### src/core/timer_a_pkg.sv
// Package holding register offsets, control field layout and reset values of the 8-bit timer A.
package timer_a_pkg;
    localparam logic [7:0] TIMER_A_CONTROL_ADDR       = 8'hF3;
    localparam logic [7:0] TIMER_A_REFERENCE_DATA_ADDR = 8'hF4;
    localparam logic [7:0] TIMER_PENDING_FLAGS_ADDR   = 8'hF5;
    localparam logic [7:0] TIMER_A_COUNTER_ADDR       = 8'hF6;
    localparam logic [7:0] CONTROL_RESET              = 8'h00;
    localparam logic [7:0] DATA_RESET                 = 8'hFF;
    localparam logic [7:0] COUNT_MAX                  = 8'hFF;
    localparam int CTRL_START_BIT   = 0;
    localparam int CTRL_MATCH_IE_BIT = 1;
    localparam int CTRL_OVF_IE_BIT  = 2;
    localparam int CTRL_CLEAR_BIT   = 3;
    localparam int CTRL_MODE_LSB    = 4;
    localparam int CTRL_CLK_LSB     = 6;
    localparam int PEND_MATCH_BIT   = 0;
    localparam int PEND_OVF_BIT     = 1;
    localparam int DIV_1024         = 1024;
    localparam int DIV_256          = 256;
    localparam int DIV_64           = 64;
    localparam int PRESCALE_WIDTH   = 10;

    typedef enum logic [1:0] {
        MODE_INTERVAL = 2'b00,
        MODE_CAPTURE_RISE = 2'b01,
        MODE_CAPTURE_FALL = 2'b10,
        MODE_PWM      = 2'b11
    } timer_mode_t;

    typedef enum logic [1:0] {
        CLK_DIV_1024 = 2'b00,
        CLK_DIV_256  = 2'b01,
        CLK_DIV_64   = 2'b10,
        CLK_EXTERNAL = 2'b11
    } clock_select_t;
endpackage

### src/core/timer_a_sync.sv
// Two-flop synchroniser with an edge detector on the synchronised level.
`timescale 1ns/1ps
module timer_a_sync (
    input  wire logic clk,
    input  wire logic rst_n,
    input  wire logic pin,
    output logic      level,
    output logic      rise,
    output logic      fall
);
    logic meta_reg;
    logic sync_reg;
    logic last_reg;

    always_ff @(posedge clk or negedge rst_n) begin
        if (!rst_n) begin
            meta_reg <= 1'b0;
            sync_reg <= 1'b0;
            last_reg <= 1'b0;
        end else begin
            meta_reg <= pin;
            sync_reg <= meta_reg;
            last_reg <= sync_reg;
        end
    end

    assign level = sync_reg;
    assign rise  = sync_reg & ~last_reg;
    assign fall  = ~sync_reg & last_reg;
endmodule

### src/core/timer_a_prescaler.sv
// Free-running system clock divider giving one-cycle ticks at /1024, /256 and /64.
`timescale 1ns/1ps
module timer_a_prescaler
    import timer_a_pkg::*;
#(
    parameter int WIDTH = PRESCALE_WIDTH
) (
    input  wire logic clk,
    input  wire logic rst_n,
    output logic      tick_1024,
    output logic      tick_256,
    output logic      tick_64
);
    logic [WIDTH-1:0] div_reg;

    always_ff @(posedge clk or negedge rst_n) begin
        if (!rst_n) begin
            div_reg <= '0;
        end else begin
            div_reg <= div_reg + 1'b1;
        end
    end

    // A tick fires while the low bits of the divider are all ones, the cycle before they roll over to zero.
    assign tick_1024 = (div_reg[$clog2(DIV_1024)-1:0] == '1);
    assign tick_256  = (div_reg[$clog2(DIV_256)-1:0] == '1);
    assign tick_64   = (div_reg[$clog2(DIV_64)-1:0] == '1);
endmodule

### src/core/timer_a.sv
`timescale 1ns/1ps
module timer_a
    import timer_a_pkg::*;
(
    input  wire logic       clk,
    input  wire logic       rst_n,
    input  wire logic [7:0] reg_addr,
    input  wire logic       reg_write,
    input  wire logic       reg_read,
    input  wire logic [7:0] reg_wdata,
    output logic      [7:0] reg_rdata,
    input  wire logic       timer_a_external_clock_pin,
    input  wire logic       timer_a_capture_pin,
    output logic            timer_a_output_pin,
    output logic            timer_a_overflow_irq,
    output logic            timer_a_match_capture_irq,
    output logic            interrupt_request
);
    import timer_a_pkg::*;

    logic [7:0]    timer_a_control_reg;
    logic [7:0]    timer_a_reference_data_reg;
    logic [7:0]    timer_a_counter_reg;
    logic [1:0]    timer_pending_flags_reg;
    logic          out_reg;
    logic [7:0]    rdata_reg;
    logic          tick_1024;
    logic          tick_256;
    logic          tick_64;
    logic          ext_rise;
    logic          cap_rise;
    logic          cap_fall;
    logic          count_tick;
    logic          started;
    logic          match;
    logic          wrap;
    logic          capture_event;
    logic          clear_cmd;
    logic          ctrl_write;
    logic          data_write;
    logic          pend_write;
    timer_mode_t   mode;
    clock_select_t clk_sel;

    timer_a_prescaler #(.WIDTH(PRESCALE_WIDTH)) u_prescaler (
        .clk      (clk),
        .rst_n    (rst_n),
        .tick_1024(tick_1024),
        .tick_256 (tick_256),
        .tick_64  (tick_64)
    );

    timer_a_sync u_ext_sync (
        .clk  (clk),
        .rst_n(rst_n),
        .pin  (timer_a_external_clock_pin),
        .level(),
        .rise (ext_rise),
        .fall ()
    );

    timer_a_sync u_cap_sync (
        .clk  (clk),
        .rst_n(rst_n),
        .pin  (timer_a_capture_pin),
        .level(),
        .rise (cap_rise),
        .fall (cap_fall)
    );

    assign ctrl_write = reg_write && (reg_addr == TIMER_A_CONTROL_ADDR);
    assign data_write = reg_write && (reg_addr == TIMER_A_REFERENCE_DATA_ADDR);
    assign pend_write = reg_write && (reg_addr == TIMER_PENDING_FLAGS_ADDR);

    assign mode    = timer_mode_t'(timer_a_control_reg[CTRL_MODE_LSB +: 2]);
    assign clk_sel = clock_select_t'(timer_a_control_reg[CTRL_CLK_LSB +: 2]);
    assign started = timer_a_control_reg[CTRL_START_BIT];
    assign clear_cmd = ctrl_write && reg_wdata[CTRL_CLEAR_BIT];

    always_comb begin
        case (clk_sel)
            CLK_DIV_1024: count_tick = tick_1024;
            CLK_DIV_256:  count_tick = tick_256;
            CLK_DIV_64:   count_tick = tick_64;
            default:      count_tick = ext_rise;
        endcase
    end

    assign match = started && count_tick && (mode == MODE_INTERVAL)
                   && (timer_a_counter_reg == timer_a_reference_data_reg);
    assign wrap  = started && count_tick && !match && (timer_a_counter_reg == COUNT_MAX);
    assign capture_event = ((mode == MODE_CAPTURE_RISE) && cap_rise)
                           || ((mode == MODE_CAPTURE_FALL) && cap_fall);

    // The clear bit acts as a strobe and always reads back as zero.
    always_ff @(posedge clk or negedge rst_n) begin
        if (!rst_n) begin
            timer_a_control_reg <= CONTROL_RESET;
        end else if (ctrl_write) begin
            timer_a_control_reg <= reg_wdata & ~(8'h01 << CTRL_CLEAR_BIT);
        end
    end

    always_ff @(posedge clk or negedge rst_n) begin
        if (!rst_n) begin
            timer_a_counter_reg <= 8'h00;
        end else if (clear_cmd || match) begin
            timer_a_counter_reg <= 8'h00;
        end else if (started && count_tick) begin
            timer_a_counter_reg <= timer_a_counter_reg + 8'h01;
        end
    end

    always_ff @(posedge clk or negedge rst_n) begin
        if (!rst_n) begin
            timer_a_reference_data_reg <= DATA_RESET;
        end else if (capture_event) begin
            timer_a_reference_data_reg <= timer_a_counter_reg;
        end else if (data_write) begin
            timer_a_reference_data_reg <= reg_wdata;
        end
    end

    // In PWM mode the pin is low while reference <= count and high while reference > count.
    always_ff @(posedge clk or negedge rst_n) begin
        if (!rst_n) begin
            out_reg <= 1'b0;
        end else if (mode == MODE_PWM) begin
            out_reg <= (timer_a_reference_data_reg > timer_a_counter_reg);
        end else if (match) begin
            out_reg <= ~out_reg;
        end
    end

    // Hardware set wins over a software clear in the same cycle.
    always_ff @(posedge clk or negedge rst_n) begin
        if (!rst_n) begin
            timer_pending_flags_reg <= 2'b00;
        end else begin
            for (int i = 0; i < 2; i++) begin
                if (pend_write && !reg_wdata[i]) begin
                    timer_pending_flags_reg[i] <= 1'b0;
                end
            end
            if (match || capture_event) begin
                timer_pending_flags_reg[PEND_MATCH_BIT] <= 1'b1;
            end
            if (wrap) begin
                timer_pending_flags_reg[PEND_OVF_BIT] <= 1'b1;
            end
        end
    end

    always_ff @(posedge clk or negedge rst_n) begin
        if (!rst_n) begin
            rdata_reg <= 8'h00;
        end else if (reg_read) begin
            if (reg_addr == TIMER_A_CONTROL_ADDR) begin
                rdata_reg <= timer_a_control_reg;
            end else if (reg_addr == TIMER_A_REFERENCE_DATA_ADDR) begin
                rdata_reg <= timer_a_reference_data_reg;
            end else if (reg_addr == TIMER_PENDING_FLAGS_ADDR) begin
                rdata_reg <= {6'h00, timer_pending_flags_reg};
            end else if (reg_addr == TIMER_A_COUNTER_ADDR) begin
                rdata_reg <= timer_a_counter_reg;
            end else begin
                rdata_reg <= 8'h00;
            end
        end
    end

    assign reg_rdata = rdata_reg;
    assign timer_a_output_pin = out_reg;
    assign timer_a_match_capture_irq = timer_pending_flags_reg[PEND_MATCH_BIT]
                                       && timer_a_control_reg[CTRL_MATCH_IE_BIT];
    assign timer_a_overflow_irq = timer_pending_flags_reg[PEND_OVF_BIT]
                                  && timer_a_control_reg[CTRL_OVF_IE_BIT];
    assign interrupt_request = timer_a_overflow_irq || timer_a_match_capture_irq;
endmodule

### config.mk
export PLATFORM = sky130hd
export DESIGN_NAME = timer_a
export DESIGN_NICKNAME = d
export VERILOG_FILES = /design/src/core/timer_a_pkg.sv /design/src/core/timer_a_sync.sv /design/src/core/timer_a_prescaler.sv /design/src/core/timer_a.sv
export SDC_FILE = /design/constraint.sdc
export NUM_CORES = 1
export LEC_CHECK = 0
export ABC_AREA = 1
export BUFFER_PORTS_ARGS = -buffer_cell sky130_fd_sc_hd__buf_2
export CELL_PAD_IN_SITES_DETAIL_PLACEMENT = 2
export CELL_PAD_IN_SITES_GLOBAL_PLACEMENT = 2
export CORE_UTILIZATION = 38
export CTS_CLUSTER_SIZE = 40
export DETAILED_ROUTE_END_ITERATION = 6
export HOLD_SLACK_MARGIN = 0.05
export PLACE_DENSITY = 0.91
export SKIP_LAST_GASP = 1
export SYNTH_ARGS = -nofsm -noshare
export SYNTH_HDL_FRONTEND = slang
export SYNTH_SLANG_ARGS = --single-unit
### constraint.sdc
create_clock -name clk -period 4.5 [get_ports clk]
set_clock_uncertainty 0.15 [all_clocks]
set_input_delay 0.45 -clock clk [delete_from_list [all_inputs] [get_ports clk]]
set_output_delay 0.45 -clock clk [all_outputs]
set_load 0.03 [all_outputs]
==> out/metrics.yaml, run 1 <==
detailed_routing:
  wl_um: 9130
  route.vias.total: 2437
  drtAntennaViolNets: 0
  wire_per_inst_um: 19.9
  initialDrtViolationCount: 100
  vias_per_cell: 5.32
  drc_errors: 0
  firstDrtPassIters: 4
yosys:
  yosysUniqueCellTypes: 34
  ys_warn_count: 0
  synthCells: 327
  ys_seq_area_share_pct: 45.4
  synth_fp_nets: 359
  ys_ff_latch: 50
  syn_area_um2: 2780
  avgSynthCellArea_um2: 8.50
sta:
  final.setup.tns_ps: 0
  slew_violations: 0
  grt_setup_unrepaired: "no"
  final_hold_viol_count: 0
  tightest_slew_ps: 650
  max-slew-margin-rel_pct: 56.7
  max_freq_mhz: 449
  setup_violations: 0
  finalCritPeriodShare_pct: 49.5
  fin_ws_ps: 2270
  min_period_ps: 2230
worst_setup_path:
  end_kind: "register"
  critPathArrivalTime_ps: 2280
  crit_path_start_kind: "register"
  crit_required_ps: 4550
  criticalPathCategory: "register to register"
  cp_max_fo: 8
clock_network:
  cts_root_buf: "clkbuf_8"
  htreeDepth: 2
  cts_setup_buffers: 0
  numCtsBuffers: 5
  cts.sinks: 50
  cts_buffer_depth: 2
  cts_hold_buf: 0
  clk_pin_slew_ps: 100
  cts.repair.resized: 0
  clk_latency_ps: 310
  cts_tree: "yes"
power_and_ir_drop:
  power_uw: 1270
  powerDensity_nw_per_um2: 407
  leakage_uw: 0.00153
  ir_worst_vdd_mv: 0.198
finish:
  regArea_um2: 1260
  largest_reg_flops: 10
  syn_to_final_growth_pct: 11.9
  num-nets-final: 393
  fin_util_pct: 44.8
  antenna_cells: 0
  layout-drive-gt1-share_pct: 19.3
  multiInputGateArea_um2: 1270
  fill_cells: 802
placed_design:
  post-dp-hpwl_um: 7120
  pre_cts_slack_ps: 2280
  gp_congestion: 0.887
  portBuffers: 33
floorplanning:
  fp.dieW_um: 87.5
  start_util_pct: 40.0
  die_h_um: 87.5
  coreArea_um2: 6940
  die_area_um2: 7660
  row_count: 30
  io_pins: 34
global_routing:
  overflow: 0
  grt_pass1_wl_um: 14700
  antenna_found_initial: 0
  track_usage_pct: 26.5
  grt_pass1_vias: 2722
  grt_max_degree: 51
flow_run:
  max-cap-violations: 0
status:
  status: "complete, no violations"
worst_hold_path:
  hold_class: "input port to asynchronous set/reset pin"
[cell usage after synthesis (all sizes together)]
cell,n,area (µm²)
a21oi,6,30.0
buf,5,43.8
clkbuf,1,3.75
nor3,6,46.3
mux2,1,11.3
o22ai,4,25.0
xor2,12,105
a31oi,4,43.8
clkdlybuf4s15,1,10.0
xnor2,1,8.76
mux2i,2,20.0
o21a,1,7.51
inv,50,188
dfstp,8,210
nand3,33,175
o21ai,35,175
nand4,10,77.6
ha,10,125
dfrtp,42,1050
nand2,66,260
o211ai,2,15.0
nor2,27,148
[kinds of logic (layout without fill, tap and decap cells)]
group	after synthesis	after routing	synth area share (%)
compound gates	52	52	10.7
xor+xnor	13	13	4.10
fa+ha+maj	10	10	4.50
buf+inv	57	92	8.82
flops	50	50	45.4
mux	3	3	1.13
simple gates	142	142	25.4
[worst max-delay path, stage by stage, from the launching register on]
cell and delay (ps):
dfrtp_1 500, inv_1 130, ha_1 330, nand2_1 80, inv_1 90, nand2_1 60
nor3_1 140, nand3_1 330, nand3_1 220, o21ai_1 80
[metal layers]
layer	wire length (µm)	GRT usage, %
met5	0	0
met4	200	11.5
met3	205	3.58
met2	4770	47.9
met1	3960	31.5
[where the power goes]
group	leakage (µW)	switching, µW	internal [µW]	total [µW]
Clock	0.0000472	160	124	284
Combinational	0.000885	235	128	362
Sequential	0.000594	83.7	535	619
[final cells by class]
cell class                      instances  share of cell area (%)
Tap cell                               96                    3.86
Multi-Input combinational cell        220                    40.9
Sequential cell                        50                    40.5
Timing Repair Buffer                   34                    5.55
Inverter                               50                    6.03
Clock buffer                            6                    2.65
Clock inverter                          2                   0.402
[cell usage in the layout, fill, tap and decap left out, drive strengths merged, types with 10 or more instances in the layout]
| cell | count |
|---|---|
| xor2 | 12 |
| buf | 34 |
| nand4 | 10 |
| o21ai | 35 |
| nor2 | 27 |
| nand3 | 33 |
| inv | 50 |
| dfrtp | 42 |
| ha | 10 |
| nand2 | 66 |
[final timing paths]
path	slack [ps]	to	startpoint	depth (start not counted)
setup / recovery	2270	timer_pending_flags_reg[1]	timer_a_counter_reg[5]	9
hold / removal	90	u_prescaler.div_reg[8]	rst_n	2
setup reg to reg	2270	timer_pending_flags_reg[1]	timer_a_counter_reg[5]	9
hold reg to reg	210	u_cap_sync.level	u_cap_sync.meta_reg	0
max in group asynchronous	3670	u_cap_sync.last_reg	rst_n	2
min in group clk	90	u_ext_sync.meta_reg	timer_a_external_clock_pin	1
[per-stage QoR]
step | instances | hold slack (ps) | area [µm²]
after floorplan | 327 | 4.41 | 2780
after global placement | 450 | 191 | 3020
after detailed placement | 450 | 200 | 3020
after CTS | 458 | 86.7 | 3110
after global routing | 458 | 77.9 | 3110
final | 458 | 85.9 | 3110
No activity file was read; power rests on OpenSTA's default activity.
==> run 2, diff against run 1 <==
--- a/config.mk
+++ b/config.mk
@@ -9,11 +9,11 @@
 export BUFFER_PORTS_ARGS = -buffer_cell sky130_fd_sc_hd__buf_2
 export CELL_PAD_IN_SITES_DETAIL_PLACEMENT = 2
 export CELL_PAD_IN_SITES_GLOBAL_PLACEMENT = 2
-export CORE_UTILIZATION = 38
+export CORE_UTILIZATION = 31
 export CTS_CLUSTER_SIZE = 40
 export DETAILED_ROUTE_END_ITERATION = 6
 export HOLD_SLACK_MARGIN = 0.05
-export PLACE_DENSITY = 0.91
+export PLACE_DENSITY = 0.8
 export SKIP_LAST_GASP = 1
 export SYNTH_ARGS = -nofsm -noshare
 export SYNTH_HDL_FRONTEND = slang
==> constraint.sdc (replaced) <==
create_clock -name clk -period 1.9 [get_ports clk]
set_clock_uncertainty 0.15 [all_clocks]
set_input_delay 0.19 -clock clk [delete_from_list [all_inputs] [get_ports clk]]
set_output_delay 0.19 -clock clk [all_outputs]
set_load 0.03 [all_outputs]
==> out/metrics.yaml, run 2 (synthesized netlist as in run 1, its figures left out) <==
worst_setup_path:
  crit_path_start_kind: "register"
  crit_family: "simple AND/OR/NAND/NOR gates"
  slowest_delay_ps: 600
  crit_required_ps: 1960
  cp_cell_sequence: "ha_4, nand2_2, inv_2, nand2_2, nor3_2, nand3_1, buf_6, nand4_1, nand2_1"
  criticalPathCategory: "register to register"
  worstRegToRegCells: 9
  end_kind: "register"
  critPathArrivalTime_ps: 1920
  cp_common_cell: "nand2_2"
  cp_max_fo: 8
  r2r_start: "timer_a_reference_data_reg[4]"
  r2r_end: "timer_a_counter_reg[6]"
  cp_slowest_cell: "dfstp_2"
  reg2reg_setup_slack_ps: 40
  path_buf_inv: 2
finish:
  layout_commonest_cell: "nand2_1"
  syn_to_final_growth_pct: 29.1
  fill_cells: 966
  largest_reg_flops: 10
  multiInputGateArea_um2: 1400
  layout-drive-gt1-share_pct: 31.6
  fin_util_pct: 41.1
  antenna_cells: 0
  regArea_um2: 1260
  num-nets-final: 433
  layout_common_cells: "nand2_1 (56), dfrtp_1 (42), inv_1 (41)"
  final_area_um2: 3590
global_routing:
  track_usage_pct: 19.3
  grt_pass1_wl_um: 14400
  grt_max_degree: 21
  grt_pass1_vias: 2808
  overflow: 0
  antenna_found_initial: 0
placed_design:
  gp_congestion: 0.867
  pre_cts_slack_ps: 16.7
  post-dp-hpwl_um: 6500
  portBuffers: 33
  place_area_um2: 3200
sta:
  slew_violations: 0
  max-slew-margin-rel_pct: 68.4
  min_period_ps: 1860
  setup_violations: 0
  fin_ws_ps: 41.8
  final.setup.tns_ps: 0
  max_freq_mhz: 538
  final_hold_viol_count: 0
  tightest_slew_ps: 473
  finalCritPeriodShare_pct: 97.8
  grt_setup_unrepaired: "yes"
power_and_ir_drop:
  ir_worst_vdd_mv: 0.367
  power_uw: 3340
  leakage_uw: 0.00173
  powerDensity_nw_per_um2: 931
worst_hold_path:
  hold_start: "reg_write"
  hold_class: "input port to register"
  whs_path_depth: 4
  hold_end: "timer_a_reference_data_reg[2]"
floorplanning:
  start_util_pct: 31.9
  die_area_um2: 9350
  fp.dieW_um: 96.7
  die_h_um: 96.7
  row_count: 34
  io_pins: 34
  coreArea_um2: 8720
clock_network:
  cts_buffer_depth: 2
  cts_tree: "yes"
  cts.sinks: 50
  htreeDepth: 2
  clk_latency_ps: 320
  cts_root_buf: "clkbuf_8"
  clk_pin_slew_ps: 100
  numCtsBuffers: 5
detailed_routing:
  firstDrtPassIters: 4
  vias_per_cell: 4.99
  wire_per_inst_um: 18.6
  wl_um: 9460
  route.vias.total: 2545
  drtAntennaViolNets: 0
  initialDrtViolationCount: 60
  drc_errors: 0
flow_run:
  max-cap-violations: 0
status:
  status: "complete, no violations"
==> run 2: cell count changes in the layout (fill, tap and decap cells not counted), moves of 5 or more <==
cell           change
nand3_1            -5
nand3_2            +5
nand2_1            -7
inv_1              -6
inv_2              +5
nand2_2            +6
dlygate4sd3_1     +11
ha_1               -6
buf_4             +27
ha_4               +5
==> run 2: how the worst max path moves through the flow <==
stage	from	endpoint	cells past startpoint
2_1_floorplan	timer_a_counter_reg[5]	timer_a_counter_reg[2]	10
3_3_place_gp	timer_a_reference_data_reg[0]	timer_a_counter_reg[7]	8
3_5_place_dp	timer_a_reference_data_reg[0]	timer_a_counter_reg[3]	8
4_1_cts	u_prescaler.div_reg[0]	timer_a_counter_reg[3]	10
5_1_grt	timer_a_reference_data_reg[0]	timer_a_output_pin	10
6_report	timer_a_reference_data_reg[4]	timer_a_counter_reg[6]	9
==> run 2: stage by stage <==
step	cells	hold slack [ps]
3_5_place_dp	484	33.6
2_1_floorplan	327	-256
6_report	510	95.3
5_1_grt	510	144
4_1_cts	503	112
3_3_place_gp	484	30.6
==> run 2: area by class of cell <==
type | instances | area share (%)
tap | 108 | 3.77
multi-input combinational | 220 | 39.0
sequential | 50 | 35.1
clock buffer | 5 | 1.92
timing repair buffer | 74 | 14.2
inverter | 50 | 5.30
clock inverter | 3 | 0.732
==> run 2: tightest hold or removal path, stage by stage <==
cell and delay, ps:
buf_2 100, nand3_2 110, nand3_1 90, o21ai_0 80
==> run 2: report_power, final <==
| group | internal [µW] | switching, µW |
|---|---|---|
| Combinational | 515 | 716 |
| Sequential | 1270 | 145 |
| Clock | 275 | 420 |
| Total | 2060 | 1280 |
==> run 2: per-layer routing <==
layer | part of all wire [%] | track usage [%]
met1 | 43 | 24.1
met2 | 54 | 35.5
met3 | 1.9 | 2.53
met4 | 1.2 | 3.44
met5 | 0 | 0
==> run 2: repair_timing <==
item	4_1_cts	5_1_grt
setup endpoints to repair	1	10
hold buffers	11	0
hold endpoints to repair	32	0
buffers inserted	0	7
gates cloned	0	0
pin swaps	0	17
gates resized for setup	1	31
==> run 3, diff against run 2 <==
--- a/config.mk
+++ b/config.mk
@@ -5,15 +5,14 @@
 export SDC_FILE = /design/constraint.sdc
 export NUM_CORES = 1
 export LEC_CHECK = 0
-export ABC_AREA = 1
 export BUFFER_PORTS_ARGS = -buffer_cell sky130_fd_sc_hd__buf_2
 export CELL_PAD_IN_SITES_DETAIL_PLACEMENT = 2
 export CELL_PAD_IN_SITES_GLOBAL_PLACEMENT = 2
-export CORE_UTILIZATION = 31
+export CORE_UTILIZATION = 33
 export CTS_CLUSTER_SIZE = 40
 export DETAILED_ROUTE_END_ITERATION = 6
 export HOLD_SLACK_MARGIN = 0.05
-export PLACE_DENSITY = 0.8
+export PLACE_DENSITY = 0.81
 export SKIP_LAST_GASP = 1
 export SYNTH_ARGS = -nofsm -noshare
 export SYNTH_HDL_FRONTEND = slang
==> out/metrics.yaml, run 3 <==
status:
  status: "finished with violations"
  violations: "negative setup slack"
yosys:
  synth_edf_count: 0
  synth_top_family_by_area: "simple AND/OR/NAND/NOR gates"
  synthMuxAreaShare_pct: 7.55
  syn_area_um2: 2630
  synth_common_cells: "dfrtp_1 (42), nor2_1 (23), a21oi_1 (22), o21ai_0 (19), inv_1 (17)"
  synth_compound_area_share_pct: 16.0
  avgSynthCellArea_um2: 10.2
  async_flop_share_pct: 100
  synth_area_leaders: "dfrtp_1 (40%), dfstp_2 (8.0%), ha_1 (4.8%), mux2i_1 (4.6%), a21oi_1 (4.2%)"
  yosysUniqueCellTypes: 42
  ys.flop_type: "dfrtp_1"
  yosysTopAreaCell: "dfrtp_1"
  synth_fp_nets: 290
  ys_seq_area_share_pct: 47.9
  ys_warn_count: 0
  synth_xor_area_share_pct: 2.66
  synthCells: 258
  synth_top_area_share_pct: 39.9
  synth-adder-area-share_pct: 4.75
  ys_ff_latch: 50
  yosysMostFrequentCell: "dfrtp_1"
  yosys.area_share.simple_pct: 16.9
clock_network:
  cts_root_buf: "clkbuf_8"
  clk_latency_ps: 320
  cts_tree: "yes"
  numCtsBuffers: 5
  cts_buffer_depth: 2
  htreeDepth: 2
  cts.sinks: 50
  clk_pin_slew_ps: 100
finish:
  syn_to_final_growth_pct: 37.6
  layout_common_cells: "buf_4 (46), dfrtp_1 (42), buf_2 (33)"
  largest_reg_flops: 10
  fin_util_pct: 46.9
  layout-drive-gt1-share_pct: 37.9
  layout_commonest_cell: "buf_4"
  fill_cells: 827
  num-nets-final: 382
  antenna_cells: 0
global_routing:
  grt_max_degree: 31
  track_usage_pct: 22.6
  grt_pass1_vias: 2739
  antenna_found_initial: 0
  grt_pass1_wl_um: 14400
  overflow: 0
sta:
  max_freq_mhz: 479
  final_hold_viol_count: 0
  setup_violations: 11
  slew_violations: 0
  finalCritPeriodShare_pct: 110
  fin_ws_ps: -190
  max-slew-margin-rel_pct: 61.6
  grt_setup_unrepaired: "yes"
  min_period_ps: 2090
  final.setup.tns_ps: -1300
  holdWs_ps: 91.7
  tightest_slew_ps: 576
flow_run:
  max-cap-violations: 0
power_and_ir_drop:
  p_sw_uw: 879
  powerDensity_nw_per_um2: 737
  p_int_uw: 1790
  leakage_uw: 0.00172
  combPwrFrac_pct: 29.5
  swShare_pct: 32.9
  pwr-share-seq_pct: 44.2
  clock_power_share_pct: 26.3
  ir_worst_vdd_mv: 0.357
floorplanning:
  coreArea_um2: 7730
  row_count: 32
  die_h_um: 91.3
  die_area_um2: 8340
  fp.dieW_um: 91.3
  io_pins: 34
  start_util_pct: 34.1
worst_setup_path:
  crit_required_ps: 2000
  reg2reg_setup_slack_ps: -190
  critPathArrivalTime_ps: 2180
  crit_start: "timer_a_reference_data_reg[7]"
  worstRegToRegCells: 7
  crit_end: "timer_a_counter_reg[7]"
  r2r_start: "timer_a_reference_data_reg[7]"
  cp_max_fo: 8
  r2r_end: "timer_a_counter_reg[7]"
  criticalPathCategory: "register to register"
  end_kind: "register"
  cp_cell_sequence: "ha_4, nand4_1, buf_4, nor4_4, buf_6, or4_4, a21oi_2"
  slowest_delay_ps: 580
  crit_path_start_kind: "register"
  cp_slowest_cell: "dfstp_2"
detailed_routing:
  firstDrtPassIters: 4
  wl_met2_um: 4790
  met1_length_um: 3950
  route.vias.total: 2435
  initialDrtViolationCount: 88
  drtAntennaViolNets: 0
  wl_um: 9110
  vias_per_cell: 5.38
  wire_per_inst_um: 20.1
  top_layer: "met4"
  met3_length_um: 210
  drc_errors: 0
placed_design:
  portBuffers: 33
  post-dp-hpwl_um: 6440
  gp_congestion: 0.798
worst_hold_path:
  hold_class: "input port to register"
[run 3: cell count changes in the layout (fill, tap and decap cells not counted), moves of 8 or more]
cell,before,now
inv_1,41,15
buf_4,28,46
o21ai_0,32,11
nand2_2,8,0
mux2i_1,2,12
a21oi_1,6,20
nand2_1,56,7
xor2_1,12,2
nand3_1,26,7
[run 3: kinds of logic (layout without fill, tap and decap cells)]
group           count (synthesis)  after routing
xor+xnor                        8              8
flops                          50             50
mux                            19             19
compound gates                 67             67
fa+ha+maj                      10             10
buf+inv                        25            118
simple gates                   79             79
[run 3: critical path, delay by kind of cell, from the launching register on]
kind            cells  cell delay, ps
flops               1             580
buf+inv             2             320
compound gates      1             140
simple gates        3             610
fa+ha+maj           1             210
[run 3: what timing repair did]
action                                 CTS  global route
buffers inserted                         3             3
hold buffers                            12             0
endpoints found under the hold margin   30             0
gates resized for setup                 21             5
pin swaps                               17             6
setup endpoints to repair               11            11
[run 3: layout make-up]
| class | instances | area (µm²) | share of cell area [%] |
|---|---|---|---|
| repair buffers | 93 | 662 | 18.3 |
| flip-flops and latches | 50 | 1260 | 34.8 |
| multi-input cells | 183 | 1410 | 38.9 |
| clock buffers | 6 | 82.6 | 2.28 |
| clock inverters | 2 | 17.5 | 0.483 |
| well taps | 102 | 128 | 3.52 |
| inverters | 17 | 63.8 | 1.76 |
[run 3: worst min path at each step]
stage,endpoint,startpoint,slack [ps],depth (start not counted)
after floorplan,reg_rdata[0],rst_n,-260,0
after global routing,reg_rdata[3],reg_addr[2],90,3
after detailed placement,reg_rdata[1],rst_n,60,1
final,reg_rdata[3],reg_addr[2],90,3
after CTS,reg_rdata[3],reg_addr[2],90,3
after global placement,reg_rdata[1],rst_n,60,1
[run 3: per-layer routing]
layer | vias up | global-route usage [%]
met2 | 57 | 40.5
li1 | 1122 | -
met5 | - | 0
met3 | 12 | 3.02
met4 | 0 | 6.35
met1 | 1244 | 28.2
[run 3: power groups by stage]
stage               clock network, µW  logic (µW)  registers, µW
floorplan                           0         318           1220
global placement                    0         596           1190
detailed placement                  0         638           1190
CTS                               714         745           1180
global route                      754         849           1190
finish                            702         789           1180
[run 3: through the flow]
stage	setup slack (ps)	cell area (µm²)	cells	total power (µW)
after global routing	-281	3620	453	2790
after floorplan	-129	2660	258	1530
after global placement	-184	3240	429	1780
final	-190	3620	453	2670
after detailed placement	-269	3240	429	1830
after CTS	-177	3570	450	2640
